### config.mk
export PLATFORM = sky130hd
export DESIGN_NAME = i2csl_top
export DESIGN_NICKNAME = d
export VERILOG_FILES = /design/src/i2csl_sync.v /design/src/i2csl_top.v
export VERILOG_INCLUDE_DIRS = /design/src
export SDC_FILE = /design/constraint.sdc
export NUM_CORES = 1
export LEC_CHECK = 0
export BUFFER_PORTS_ARGS = -buffer_cell sky130_fd_sc_hd__buf_2
export CAP_MARGIN = 20
export CORE_ASPECT_RATIO = 0.5
export CORE_MARGIN = 8
export CORE_UTILIZATION = 30
export DETAILED_ROUTE_END_ITERATION = 12
export GPL_TIMING_DRIVEN = 0
export PLACE_DENSITY_LB_ADDON = 0.12
export RECOVER_POWER = 25
export SYNTH_ARGS = -nofsm -noshare
export SYNTH_HDL_FRONTEND = slang
export SYNTH_HIERARCHICAL = 1
export SYNTH_SLANG_ARGS = --single-unit
### constraint.sdc
create_clock -name mclk -period 2.4 [get_ports mclk]
set_clock_uncertainty 0.05 [all_clocks]
set_input_delay 0.24 -clock mclk [delete_from_list [all_inputs] [get_ports mclk]]
set_output_delay 0.24 -clock mclk [all_outputs]
set_load 0.1 [all_outputs]
### src/i2csl_consts.vh
// constants for the two-wire slave port: offsets, fields, reset values
`ifndef I2CSL_CONSTS_VH
`define I2CSL_CONSTS_VH

// register word addresses (byte address = index * 4)
`define I2CSL_IDX_CTRL 3'h0
`define I2CSL_IDX_STAT 3'h1
`define I2CSL_IDX_ADDR 3'h2
`define I2CSL_IDX_TX 3'h3
`define I2CSL_IDX_RX 3'h4

// control fields
`define I2CSL_CTL_EN 15
`define I2CSL_CTL_CLKREL 12
`define I2CSL_CTL_WIDE 10
`define I2CSL_CTL_STRETCH_ENABLE 6

// status fields (bits 5..0 read-only)
`define I2CSL_ST_OV 6
`define I2CSL_ST_WIDE_OK 5
`define I2CSL_ST_RW 4
`define I2CSL_ST_ADDRFLAG 3
`define I2CSL_ST_RBF 1
`define I2CSL_ST_TBF 0
`define I2CSL_ST_EVENT 7

// reset values
`define I2CSL_CTRL_RST 16'h1000
`define I2CSL_STAT_RST 16'h0000
`define I2CSL_ADDR_RST 10'h000

// fixed upper pattern of a wide-address first byte
`define I2CSL_WIDE_HDR 5'h1E

`endif

### src/i2csl_sync.v
// two-stage synchroniser with edge detection for one bus line
`timescale 1ns/1ns
module i2csl_sync (
	input wire mclk,
	input wire rst,
	input wire din,
	output reg level_q,
	output wire rise,
	output wire fall
);
	reg meta_q;
	reg sync_q;

	// lines idle high, so reset to high to avoid a false edge
	always @(posedge mclk) begin
		if (rst) begin
			meta_q <= 1'b1;
			sync_q <= 1'b1;
			level_q <= 1'b1;
		end else begin
			meta_q <= din;
			sync_q <= meta_q;
			level_q <= sync_q;
		end
	end

	assign rise = sync_q & ~level_q;
	assign fall = ~sync_q & level_q;
endmodule // i2csl_sync

### src/i2csl_top.v
// two-wire bus slave: address match, receive buffer, transmit, stretching
//
// Summary of operation
// - idle until start, then shift address byte
// - narrow mode: address bits 6:0 vs shift 7:1
// - control bit 10 selects ten-bit addressing
// - sample data on clock rising edge
// - address match: ack, event flag, buffer untouched
// - read direction: ack, stretch, shift out byte
// - transmit data changes on clock falling edge
// - transmit event at ninth fall regardless ack
// - receive: load buffer if not full, ack
// - buffer full: no ack, event, no load
// - overflow set, buffer empty: load, nack
// - receive and transmit both double-buffered
// - wide first byte 11110 plus bits 9:8
// - wide first byte mismatch, or read without a prior match: idle
// - wide second byte vs bits 7:0
// - after restart only first byte must match
// - transmit stretch when buffer empty, any stretch enable
// - ack and empty buffer: clear release
// - buffer loaded early: no stretch
// - release set works whatever buffer state
// - control rw; status low six read-only
// - receive stretch when full and enabled
// - release writes ignored when stretch disabled, except a release set in transmit state
`timescale 1ns/1ns
`include "i2csl_consts.vh"
module i2csl_top (
	input wire mclk,
	input wire rst,
	input wire [4:0] avs_address,
	input wire avs_read,
	input wire avs_write,
	input wire [31:0] avs_writedata,
	input wire [3:0] avs_byteenable,
	output reg [31:0] avs_readdata,
	output reg avs_waitrequest,
	input wire scl_in,
	output reg scl_out,
	output reg scl_oe,
	input wire sda_in,
	output reg sda_out,
	output reg sda_oe
);
	// ----------------------------------------------------------------
	// states
	// ----------------------------------------------------------------
	localparam [2:0] ST_IDLE = 3'd0;
	localparam [2:0] ST_ADDR = 3'd1;
	localparam [2:0] ST_ADDR2 = 3'd2;
	localparam [2:0] ST_RX = 3'd3;
	localparam [2:0] ST_TX = 3'd4;
	localparam [2:0] ST_ACK = 3'd5;
	localparam [2:0] ST_TXACK = 3'd6;

	wire scl_s;
	wire scl_rise;
	wire scl_fall;
	wire sda_s;
	wire sda_rise;
	wire sda_fall;

	i2csl_sync u_scl (
		.mclk(mclk),
		.rst(rst),
		.din(scl_in),
		.level_q(scl_s),
		.rise(scl_rise),
		.fall(scl_fall)
	);

	i2csl_sync u_sda (
		.mclk(mclk),
		.rst(rst),
		.din(sda_in),
		.level_q(sda_s),
		.rise(sda_rise),
		.fall(sda_fall)
	);

	reg [15:0] ctrl_q;
	reg [15:0] stat_q;
	reg [9:0] addr_q;
	reg [7:0] tx_q;
	reg [7:0] rx_q;
	reg [7:0] shift_q;
	reg [3:0] bitcnt_q;
	reg [2:0] state_q;
	reg [2:0] after_ack_q;
	reg ack_drive_q;
	reg prior_match_q;
	reg first_wide_q;
	reg ninth_rx_q;
	reg [7:0] tx_shift_q;

	wire enable = ctrl_q[`I2CSL_CTL_EN];
	wire wide = ctrl_q[`I2CSL_CTL_WIDE];
	wire stretch_enable = ctrl_q[`I2CSL_CTL_STRETCH_ENABLE];
	wire release_bit = ctrl_q[`I2CSL_CTL_CLKREL];
	// start/stop: data moves while clock high
	wire start_det = sda_fall & scl_s;
	wire stop_det = sda_rise & scl_s;

	// ----------------------------------------------------------------
	// bus access
	// ----------------------------------------------------------------
	// one wait cycle per access: answer on second edge of a request
	wire acc = (avs_read | avs_write) & avs_waitrequest;
	wire wr = avs_write & ~avs_waitrequest;
	wire rd_rx = avs_read & ~avs_waitrequest &
		(avs_address[4:2] == `I2CSL_IDX_RX);
	wire [15:0] be_mask = {{8{avs_byteenable[1]}}, {8{avs_byteenable[0]}}};
	wire wr_ctrl = wr & (avs_address[4:2] == `I2CSL_IDX_CTRL);
	wire wr_stat = wr & (avs_address[4:2] == `I2CSL_IDX_STAT);
	wire wr_addr = wr & (avs_address[4:2] == `I2CSL_IDX_ADDR);
	wire wr_tx = wr & (avs_address[4:2] == `I2CSL_IDX_TX) &
		avs_byteenable[0];

	always @(posedge mclk) begin
		if (rst) begin
			avs_waitrequest <= 1'b1;
			avs_readdata <= 32'h00000000;
		end else begin
			avs_waitrequest <= ~acc;
			if (acc & avs_read) begin
				case (avs_address[4:2])
				`I2CSL_IDX_CTRL: avs_readdata <= {16'h0000, ctrl_q};
				`I2CSL_IDX_STAT: avs_readdata <= {16'h0000, stat_q};
				`I2CSL_IDX_ADDR: avs_readdata <= {22'h00000, addr_q};
				`I2CSL_IDX_TX: avs_readdata <= {24'h000000, tx_q};
				`I2CSL_IDX_RX: avs_readdata <= {24'h000000, rx_q};
				default: avs_readdata <= 32'h00000000;
				endcase
			end
		end
	end

	// ----------------------------------------------------------------
	// protocol engine and registers
	// ----------------------------------------------------------------
	wire [15:0] ctrl_wdata = (ctrl_q & ~be_mask) |
		(avs_writedata[15:0] & be_mask);
	wire narrow_hit = (shift_q[7:1] == addr_q[6:0]);
	wire wide_hdr_hit = (shift_q[7:3] == `I2CSL_WIDE_HDR) &
		(shift_q[2:1] == addr_q[9:8]);
	wire rx_buffer_full = stat_q[`I2CSL_ST_RBF];
	wire ov = stat_q[`I2CSL_ST_OV];
	wire tx_buffer_full = stat_q[`I2CSL_ST_TBF];

	always @(posedge mclk) begin
		if (rst) begin
			ctrl_q <= `I2CSL_CTRL_RST;
			stat_q <= `I2CSL_STAT_RST;
			addr_q <= `I2CSL_ADDR_RST;
			tx_q <= 8'h00;
			rx_q <= 8'h00;
			shift_q <= 8'h00;
			tx_shift_q <= 8'h00;
			bitcnt_q <= 4'h0;
			state_q <= ST_IDLE;
			after_ack_q <= ST_IDLE;
			ack_drive_q <= 1'b0;
			prior_match_q <= 1'b0;
			first_wide_q <= 1'b0;
			ninth_rx_q <= 1'b0;
			sda_out <= 1'b0;
			sda_oe <= 1'b0;
			scl_out <= 1'b0;
			scl_oe <= 1'b0;
		end else begin
			// software side; hardware events below override
			if (wr_ctrl) begin
				ctrl_q <= ctrl_wdata;
				// release writes only honoured with stretch enabled; a set is also taken in transmit state (below)
				if (!stretch_enable)
					ctrl_q[`I2CSL_CTL_CLKREL] <= release_bit;
			end
			if (wr_stat) begin
				stat_q[15:6] <= (stat_q[15:6] & ~be_mask[15:6]) |
					(avs_writedata[15:6] & be_mask[15:6]);
			end
			if (wr_addr)
				addr_q <= avs_writedata[9:0];
			if (wr_tx) begin
				tx_q <= avs_writedata[7:0];
				stat_q[`I2CSL_ST_TBF] <= 1'b1;
			end
			if (rd_rx)
				stat_q[`I2CSL_ST_RBF] <= 1'b0;

			if (!enable) begin
				state_q <= ST_IDLE;
				sda_oe <= 1'b0;
				scl_oe <= 1'b0;
			end else if (stop_det) begin
				state_q <= ST_IDLE;
				sda_oe <= 1'b0;
				prior_match_q <= 1'b0;
			end else if (start_det) begin
				state_q <= ST_ADDR;
				bitcnt_q <= 4'h0;
				sda_oe <= 1'b0;
				first_wide_q <= 1'b1;
			end else begin
				case (state_q)
				ST_IDLE: begin
					sda_oe <= 1'b0;
				end
				ST_ADDR, ST_ADDR2, ST_RX: begin
					if (scl_rise) begin
						shift_q <= {shift_q[6:0], sda_s};
						bitcnt_q <= bitcnt_q + 4'h1;
					end
					if (scl_fall && bitcnt_q == 4'h8) begin
						bitcnt_q <= 4'h0;
						ack_drive_q <= 1'b0;
						state_q <= ST_IDLE;
						if (state_q == ST_RX) begin
							state_q <= ST_ACK;
							after_ack_q <= ST_RX;
							ninth_rx_q <= 1'b1;
							if (!rx_buffer_full) begin
								rx_q <= shift_q;
								stat_q[`I2CSL_ST_RBF] <= 1'b1;
								ack_drive_q <= ~ov;
							end else begin
								stat_q[`I2CSL_ST_OV] <= 1'b1;
							end
						end else if (state_q == ST_ADDR2) begin
							ninth_rx_q <= 1'b0;
							if (shift_q == addr_q[7:0]) begin
								stat_q[`I2CSL_ST_WIDE_OK] <= 1'b1;
								prior_match_q <= 1'b1;
								ack_drive_q <= 1'b1;
								state_q <= ST_ACK;
								after_ack_q <= ST_RX;
							end else begin
								stat_q[`I2CSL_ST_WIDE_OK] <= 1'b0;
							end
						end else if (!wide) begin
							ninth_rx_q <= 1'b0;
							if (narrow_hit) begin
								ack_drive_q <= 1'b1;
								state_q <= ST_ACK;
								stat_q[`I2CSL_ST_RW] <= shift_q[0];
								after_ack_q <= shift_q[0] ? ST_TX : ST_RX;
							end
						end else begin
							ninth_rx_q <= 1'b0;
							if (wide_hdr_hit && shift_q[0] &&
								prior_match_q) begin
								ack_drive_q <= 1'b1;
								state_q <= ST_ACK;
								stat_q[`I2CSL_ST_RW] <= 1'b1;
								after_ack_q <= ST_TX;
							end else if (wide_hdr_hit && !shift_q[0]) begin
								stat_q[`I2CSL_ST_WIDE_OK] <= 1'b0;
								stat_q[`I2CSL_ST_RW] <= 1'b0;
								ack_drive_q <= 1'b1;
								state_q <= ST_ACK;
								after_ack_q <= ST_ADDR2;
							end else begin
								stat_q[`I2CSL_ST_WIDE_OK] <= 1'b0;
								prior_match_q <= 1'b0;
							end
						end
					end
				end
				ST_ACK: begin
					// ack driven low during the ninth clock
					sda_oe <= ack_drive_q;
					sda_out <= 1'b0;
					if (scl_fall && bitcnt_q == 4'h1) begin
						// end of ninth clock: event and stretch decisions
						sda_oe <= 1'b0;
						bitcnt_q <= 4'h0;
						stat_q[`I2CSL_ST_EVENT] <= 1'b1;
						state_q <= after_ack_q;
						if (after_ack_q == ST_TX) begin
							if (!tx_buffer_full)
								ctrl_q[`I2CSL_CTL_CLKREL] <= 1'b0;
							tx_shift_q <= tx_q;
						end else if (ninth_rx_q && stretch_enable &&
							stat_q[`I2CSL_ST_RBF]) begin
							ctrl_q[`I2CSL_CTL_CLKREL] <= 1'b0;
						end
					end else if (scl_rise) begin
						bitcnt_q <= 4'h1;
					end
				end
				ST_TX: begin
					// data moves only while the clock is held/low
					if (tx_buffer_full && release_bit && bitcnt_q == 4'h0 &&
						!scl_s) begin
						tx_shift_q <= tx_q;
					end
					if (scl_fall || (bitcnt_q == 4'h0 && !scl_s &&
						release_bit)) begin
						if (bitcnt_q == 4'h0 && !sda_oe && !scl_fall) begin
							// shifter may still hold the old byte here
							sda_oe <= ~tx_q[7];
							tx_shift_q <= tx_q;
							stat_q[`I2CSL_ST_TBF] <= 1'b0;
							bitcnt_q <= 4'h1;
						end else if (scl_fall && bitcnt_q < 4'h8 &&
							bitcnt_q != 4'h0) begin
							sda_oe <= ~tx_shift_q[7 - bitcnt_q[2:0]];
							bitcnt_q <= bitcnt_q + 4'h1;
						end else if (scl_fall && bitcnt_q == 4'h8) begin
							sda_oe <= 1'b0;
							bitcnt_q <= 4'h0;
							state_q <= ST_TXACK;
						end
					end
				end
				ST_TXACK: begin
					if (scl_rise)
						shift_q[0] <= sda_s;
					if (scl_fall) begin
						stat_q[`I2CSL_ST_EVENT] <= 1'b1;
						if (!shift_q[0]) begin
							state_q <= ST_TX;
							tx_shift_q <= tx_q;
							if (!tx_buffer_full)
								ctrl_q[`I2CSL_CTL_CLKREL] <= 1'b0;
						end else begin
							state_q <= ST_IDLE;
						end
					end
				end
				default: state_q <= ST_IDLE;
				endcase
			end

			// set by software wins; stretch only while clock is low
			if (wr_ctrl && stretch_enable && ctrl_wdata[`I2CSL_CTL_CLKREL])
				ctrl_q[`I2CSL_CTL_CLKREL] <= 1'b1;
			if (wr_ctrl && state_q == ST_TX && ctrl_wdata[`I2CSL_CTL_CLKREL])
				ctrl_q[`I2CSL_CTL_CLKREL] <= 1'b1;
			scl_out <= 1'b0;
			scl_oe <= enable & ~release_bit & ~scl_s;
		end
	end
endmodule // i2csl_top

* Word level (Yosys, flattened, before mapping)
Index checks and enable logic that the tools add are counted. Widths: inputs -> output; s select.
Cells by class: bitwise logic cells 45, reduce and logical (&&, ||, !) cells 56, add/sub/neg operators 2, equal/unequal tests 49, muxes and demuxes 118, order comparisons 2
Operator list (count):
- $pmux 16 s5 | 1
- $mux 3 | 25
- $mux 1 | 59
- $mux 8 | 7
- $mux 4 | 12
- $reduce_and 8->1 | 5
- $and 16x16->16 | 2
- $lt 32x4->1 const B | 1
- $ne 2x2->1 const B | 14
- $ne 3x3->1 const B | 9
- $pmux 8 s3 | 1
- $and 10x10->10 | 2
- $logic_and 1x1->1 | 20
- $and 1x1->1 | 19
- $reduce_and 9->1 | 2
- $not 1->1 | 17
- $not 16->16 | 1
- $or 16x16->16 | 1
- $eq 3x3->1 const B | 5
- $pmux 3 s5 | 1
- $reduce_and 7->1 | 2
- $mux 13 | 1
- $eq 3x2->1 const B | 4
- $ne 4x4->1 const B | 3
- other kinds (35) | 58
Storage, ports and cells: output and inout port bits 37, register bits after elaboration 126, input bits 47, word-level logic and storage cells 301

* Logic depth before layout (Yosys ltp)
depth in word-level cells 13, mapped depth 9, gate-level depth less buffers 8

* Modules after synthesis
The synthesis kept the hierarchy.
By module, submodules not included:
- i2csl_top | seq. area each 2082.0 um2, area each 5382.7 um2, cells an instance 620, instances 1
- i2csl_sync | seq. area each 60.1 um2, area each 92.6 um2, cells an instance 8, instances 2

* Worst setup path after synthesis
OpenSTA, ideal clock, no wires.
path kind reg-to-reg, start point reg sda_oe, end point reg tx_shift_q[0], setup time 128 ps, path buffers 0, data required time 2222 ps, period minus slack after synthesis 2294 ps, stages on the path, launching flop included 7, slack 106 ps, arrival time 2116 ps, cells stage by stage dfxtp_1 > nor2_2 > nand3_2 > a311o_1 > a211oi_4 > mux2i_1 > nor2_1
Between the ends: longest elaborated chain between the ends 6
RTL lines:
- start, declared | line i2csl_top.v:44 | output reg sda_oe
- start signal, assigned | line i2csl_top.v:272 | sda_oe <= ack_drive_q;
- start signal, assigned | line i2csl_top.v:302 | sda_oe <= ~tx_q[7];
- start signal, assigned | line i2csl_top.v:308 | sda_oe <= ~tx_shift_q[7 - bitcnt_q[2:0]];
- $logic_not 1->1 | line i2csl_top.v:300 | if (bitcnt_q == 4'h0 && !sda_oe && !scl_fall) begin
- $logic_and 1x1->1 (2 in series) | line i2csl_top.v:300
- $mux 8 | line i2csl_top.v:300
- $mux 8 | line i2csl_top.v:298 | if (scl_fall || (bitcnt_q == 4'h0 && !scl_s &&
- $pmux 8 s3 | line i2csl_top.v:206 | case (state_q)
- end signal, assigned | line i2csl_top.v:296 | tx_shift_q <= tx_q;
- end signal, assigned | line i2csl_top.v:303 | tx_shift_q <= tx_q;
- end signal, assigned | line i2csl_top.v:324 | tx_shift_q <= tx_q;
- end, declared | line i2csl_top.v:95 | reg [7:0] tx_shift_q;
Every way passes these cells. A chain may end at the register's enable or synchronous reset.

* Worst setup path after layout
start point reg shift_q[2], end point reg after_ack_q[0]
Between the ends: longest elaborated chain between the ends 8, elaborated cells on any way between the ends 15, classes of those cells 5 x eq/ne; 4 x mux; 1 x bitwise; 5 x reduce/logical
RTL lines:
- start, declared | line i2csl_top.v:87 | reg [7:0] shift_q;
- start signal, assigned | line i2csl_top.v:212 | shift_q <= {shift_q[6:0], sda_s};
- $eq 2x2->1 | line i2csl_top.v:146 | (shift_q[2:1] == addr_q[9:8]);
- $and 1x1->1 | line i2csl_top.v:145 | wire wide_hdr_hit = (shift_q[7:3] == `I2CSL_WIDE_HDR) &
- $logic_and 1x1->1 (2 in series) | line i2csl_top.v:251 | if (wide_hdr_hit && shift_q[0] &&
- $mux 3 | line i2csl_top.v:251
- $mux 3 | line i2csl_top.v:241 | end else if (!wide) begin
- $mux 3 | line i2csl_top.v:230 | end else if (state_q == ST_ADDR2) begin
- $mux 3 | line i2csl_top.v:219 | if (state_q == ST_RX) begin
- end signal, assigned | line i2csl_top.v:247 | after_ack_q <= shift_q[0] ? ST_TX : ST_RX;
- end, declared | line i2csl_top.v:90 | reg [2:0] after_ack_q;
Several ways; a longest one is shown, not always the timed one.

==> flow_summary.ini <==
[status]
status = complete, no violations

[final_layout]
final_layout_size_suffix_gt1_frac = 0.139
antenna_cells = 0
area_delta_synth_final_pct = 16.4
fillers = 1945
multi_input_area_sq_mm = 0.00309
ff_latch_area_sq_mm = 0.00221
final_net_count = 758

[sta]
finalSetupTns_ns = 0
period_share = 0.926
finalSetupViolations = 0
maxSlewHeadroom = 0.179
tightestPinTransition_ns = 1.24
drv_slew = 0
max_freq_mhz = 450
fin_crit_ns = 2.22
finalHoldViolations = 0
holdWs_ns = 0.0119
rsz0062_at_grt = true

[worst_setup_path]
crit_slowest_cell = nor4_4
cpLargestDelayFamily = simple AND/OR/NAND/NOR gates
cp-start-kind = flip-flop
cp-end-kind = flip-flop
r2r-end = after_ack_q[0]$_SDFFE_PP0P_
path_class = reg2reg
r2r_slack_ns = 0.18
crit_chain = buf_2 > xor2_1 > nor4_4 > nand3_1 > a31oi_4 > nand4_1 > a221oi_1
cp.required_ns = 2.61
rr_worst_depth = 7
cp.buffers_inverters = 1
cp_data_arrival_time_ns = 2.44
max_stage_delay_ns = 0.38
timing.rr.start = shift_q[2]$_SDFFE_PP0P_
critical_path_peak_fanout = 6

[detailed_routing]
vias = 4841
dr.first_iter.drc_count = 258
detail-route-antenna-nets = 0
drt-pass1-iter-count = 5
wirelength_um = 17600
routed_via_density = 5.09
post_drt_wl_per_cell_um = 18.5
drt_drc_violations_left = 0

[synthesis]
netlist_area_sq_mm = 0.00557
synth_top_area_frac = 0.396
synth_area_leaders = dfxtp_1 40%, mux2i_1 12%, nor2_1 6.2%
synth_top_area_cell = dfxtp_1
syn-instance-count = 636
synth_edf_count = 0
synth-seq-cells = 110
synthArstFlopShare = 0
synth.most_common_cell = dfxtp_1
ys.flop_type = dfxtp_1
synth_area_per_cell_sq_um = 8.75
ys_warn_count = 6
synth_common_cells = 110 x dfxtp_1, 92 x nor2_1, 66 x mux2i_1, 43 x nand2_1
yosysUniqueCellTypes = 61
yosysSeqAreaShare = 0.396

[clock_tree]
ctsRootBufferMaster = clkbuf_16
clk_pin_slew_ns = 0.09
clock_latency_ns = 0.36
clock-sinks = 110
htree_levels = 3
numCtsBuffers = 9
hold_buffers = 0
cts_buffer_depth = 2
cts_tree = done

[power]
p_leak_nw = 2.74
cellPowerDensity_mw_per_mm2 = 576
ir_drop_v = 0.000296

[placement]
place.gp.congestion = 0.860
io_buffers = 44
dp_hpwl_um = 13300

[worst_hold_path]
holdCritStartpoint = scl_in
hold_depth = 2
whs_endpoint = u_scl/meta_q$_SDFF_PP1_
hp-class = in2reg

[floorplan]
start_util = 0.304
die_w_um = 209
die_h_um = 112
row_count = 35
io_pins = 84
fp.coreArea_sq_mm = 0.0183
dieArea_sq_mm = 0.0234

[global_route]
track_usage = 0.149
grt_pass1_vias = 4674
grt_pass1_wl_um = 27600
grt_overflow = 0
grt_max_degree = 21
antenna_found_initial = 0

[job]
max_cap_viol_count = 0
## what timing repair did
item,4_1_cts,5_1_grt
buffers inserted,1,1
resized for setup,1,11
pin swaps,1,1
endpoints found under the hold margin,0,0
endpoints found under the setup margin,11,23
## per-layer routing
layer | GRT usage | wire length [um] | up-vias
met1 | 0.200 | 8600 | 2327
met4 | 0.0388 | 227 | 0
met5 | 0 | 0 | -
li1 | - | - | 2355
met2 | 0.238 | 7860 | 137
met3 | 0.0353 | 895 | 22
## worst register-to-register path: stages, from the launching register on
cell and delay [ns]:
dfxtp_1 0.30, buf_2 0.16, xor2_1 0.20, nor4_4 0.38, nand3_1 0.23, a31oi_4 0.31, nand4_1 0.19, a221oi_1 0.30
## area by class of cell
cell class / count / share of cell area
Buffer: 58 / 0.0483
Clock buffer: 9 / 0.0347
Clock inverter: 6 / 0.0104
Inverter: 16 / 0.00926
Multi-Input combinational cell: 467 / 0.476
Sequential cell: 110 / 0.340
Tap cell: 240 / 0.0463
Timing Repair Buffer: 46 / 0.0344
## placed cells by master (no fill, tap or decap), types with 15 or more instances in the layout
cell type and count:
a22oi_1 28, clkbuf_1 46, nand2_1 43, nor2_1 91, nand3_1 17, buf_2 30
xor2_1 17, nor2b_1 15, inv_1 16, buf_4 20, conb_1 18, o21ai_0 20
dfxtp_1 107, a21oi_1 22, mux2i_1 66
## stage by stage
| stage | power, mW | setup WS [ns] | util | std cells | area (sq um) |
|---|---|---|---|---|---|
| finish | 3.74 | 0.177 | 0.354 | 952 | 6480 |
| floorplan | 2.18 | 0.106 | - | 653 | 5630 |
| global route | 3.87 | -0.0356 | 0.354 | 952 | 6480 |
| detailed placement | 2.27 | -0.0754 | 0.336 | 937 | 6150 |
| CTS | 3.78 | 0.00687 | 0.353 | 952 | 6470 |
| global placement | 2.27 | -0.115 | 0.336 | 937 | 6150 |
## kinds of logic (layout without fill, tap and decap cells)
family	Yosys count	in the layout	synth area share
adders and majority gates	4	4	0.00854
AOI/OAI and AO/OA	122	122	0.151
and+or+nand+nor	225	225	0.196
other	1	18	0.000674
DFF	110	110	0.396
buffers and inverters	76	135	0.0681
xor gates and xnor gates	17	17	0.0267
muxes	81	81	0.153
## power breakdown
group / internal [mW] / switching (mW)
clock network: 0.734 / 0.771
logic: 0.0851 / 0.297
registers: 1.84 / 0.0109
## worst max-delay path by stage
stage                                       start                      endpoint  slack (ns)  depth (start not counted)
final                     shift_q[2]$_SDFFE_PP0P_   after_ack_q[0]$_SDFFE_PP0P_        0.18                          7
after global routing      shift_q[4]$_SDFFE_PP0P_   after_ack_q[0]$_SDFFE_PP0P_       -0.04                          7
after CTS                 shift_q[4]$_SDFFE_PP0P_   after_ack_q[0]$_SDFFE_PP0P_       0.007                          7
after detailed placement           avs_address[2]  avs_readdata[3]$_SDFFE_PP0P_       -0.08                          7
after global placement             avs_address[2]  avs_readdata[3]$_SDFFE_PP0P_       -0.12                          7
after floorplan               sda_oe$_SDFFE_PP0P_    tx_shift_q[0]$_SDFFE_PP0P_        0.11                          6
No activity file was read; power rests on OpenSTA's default activity.
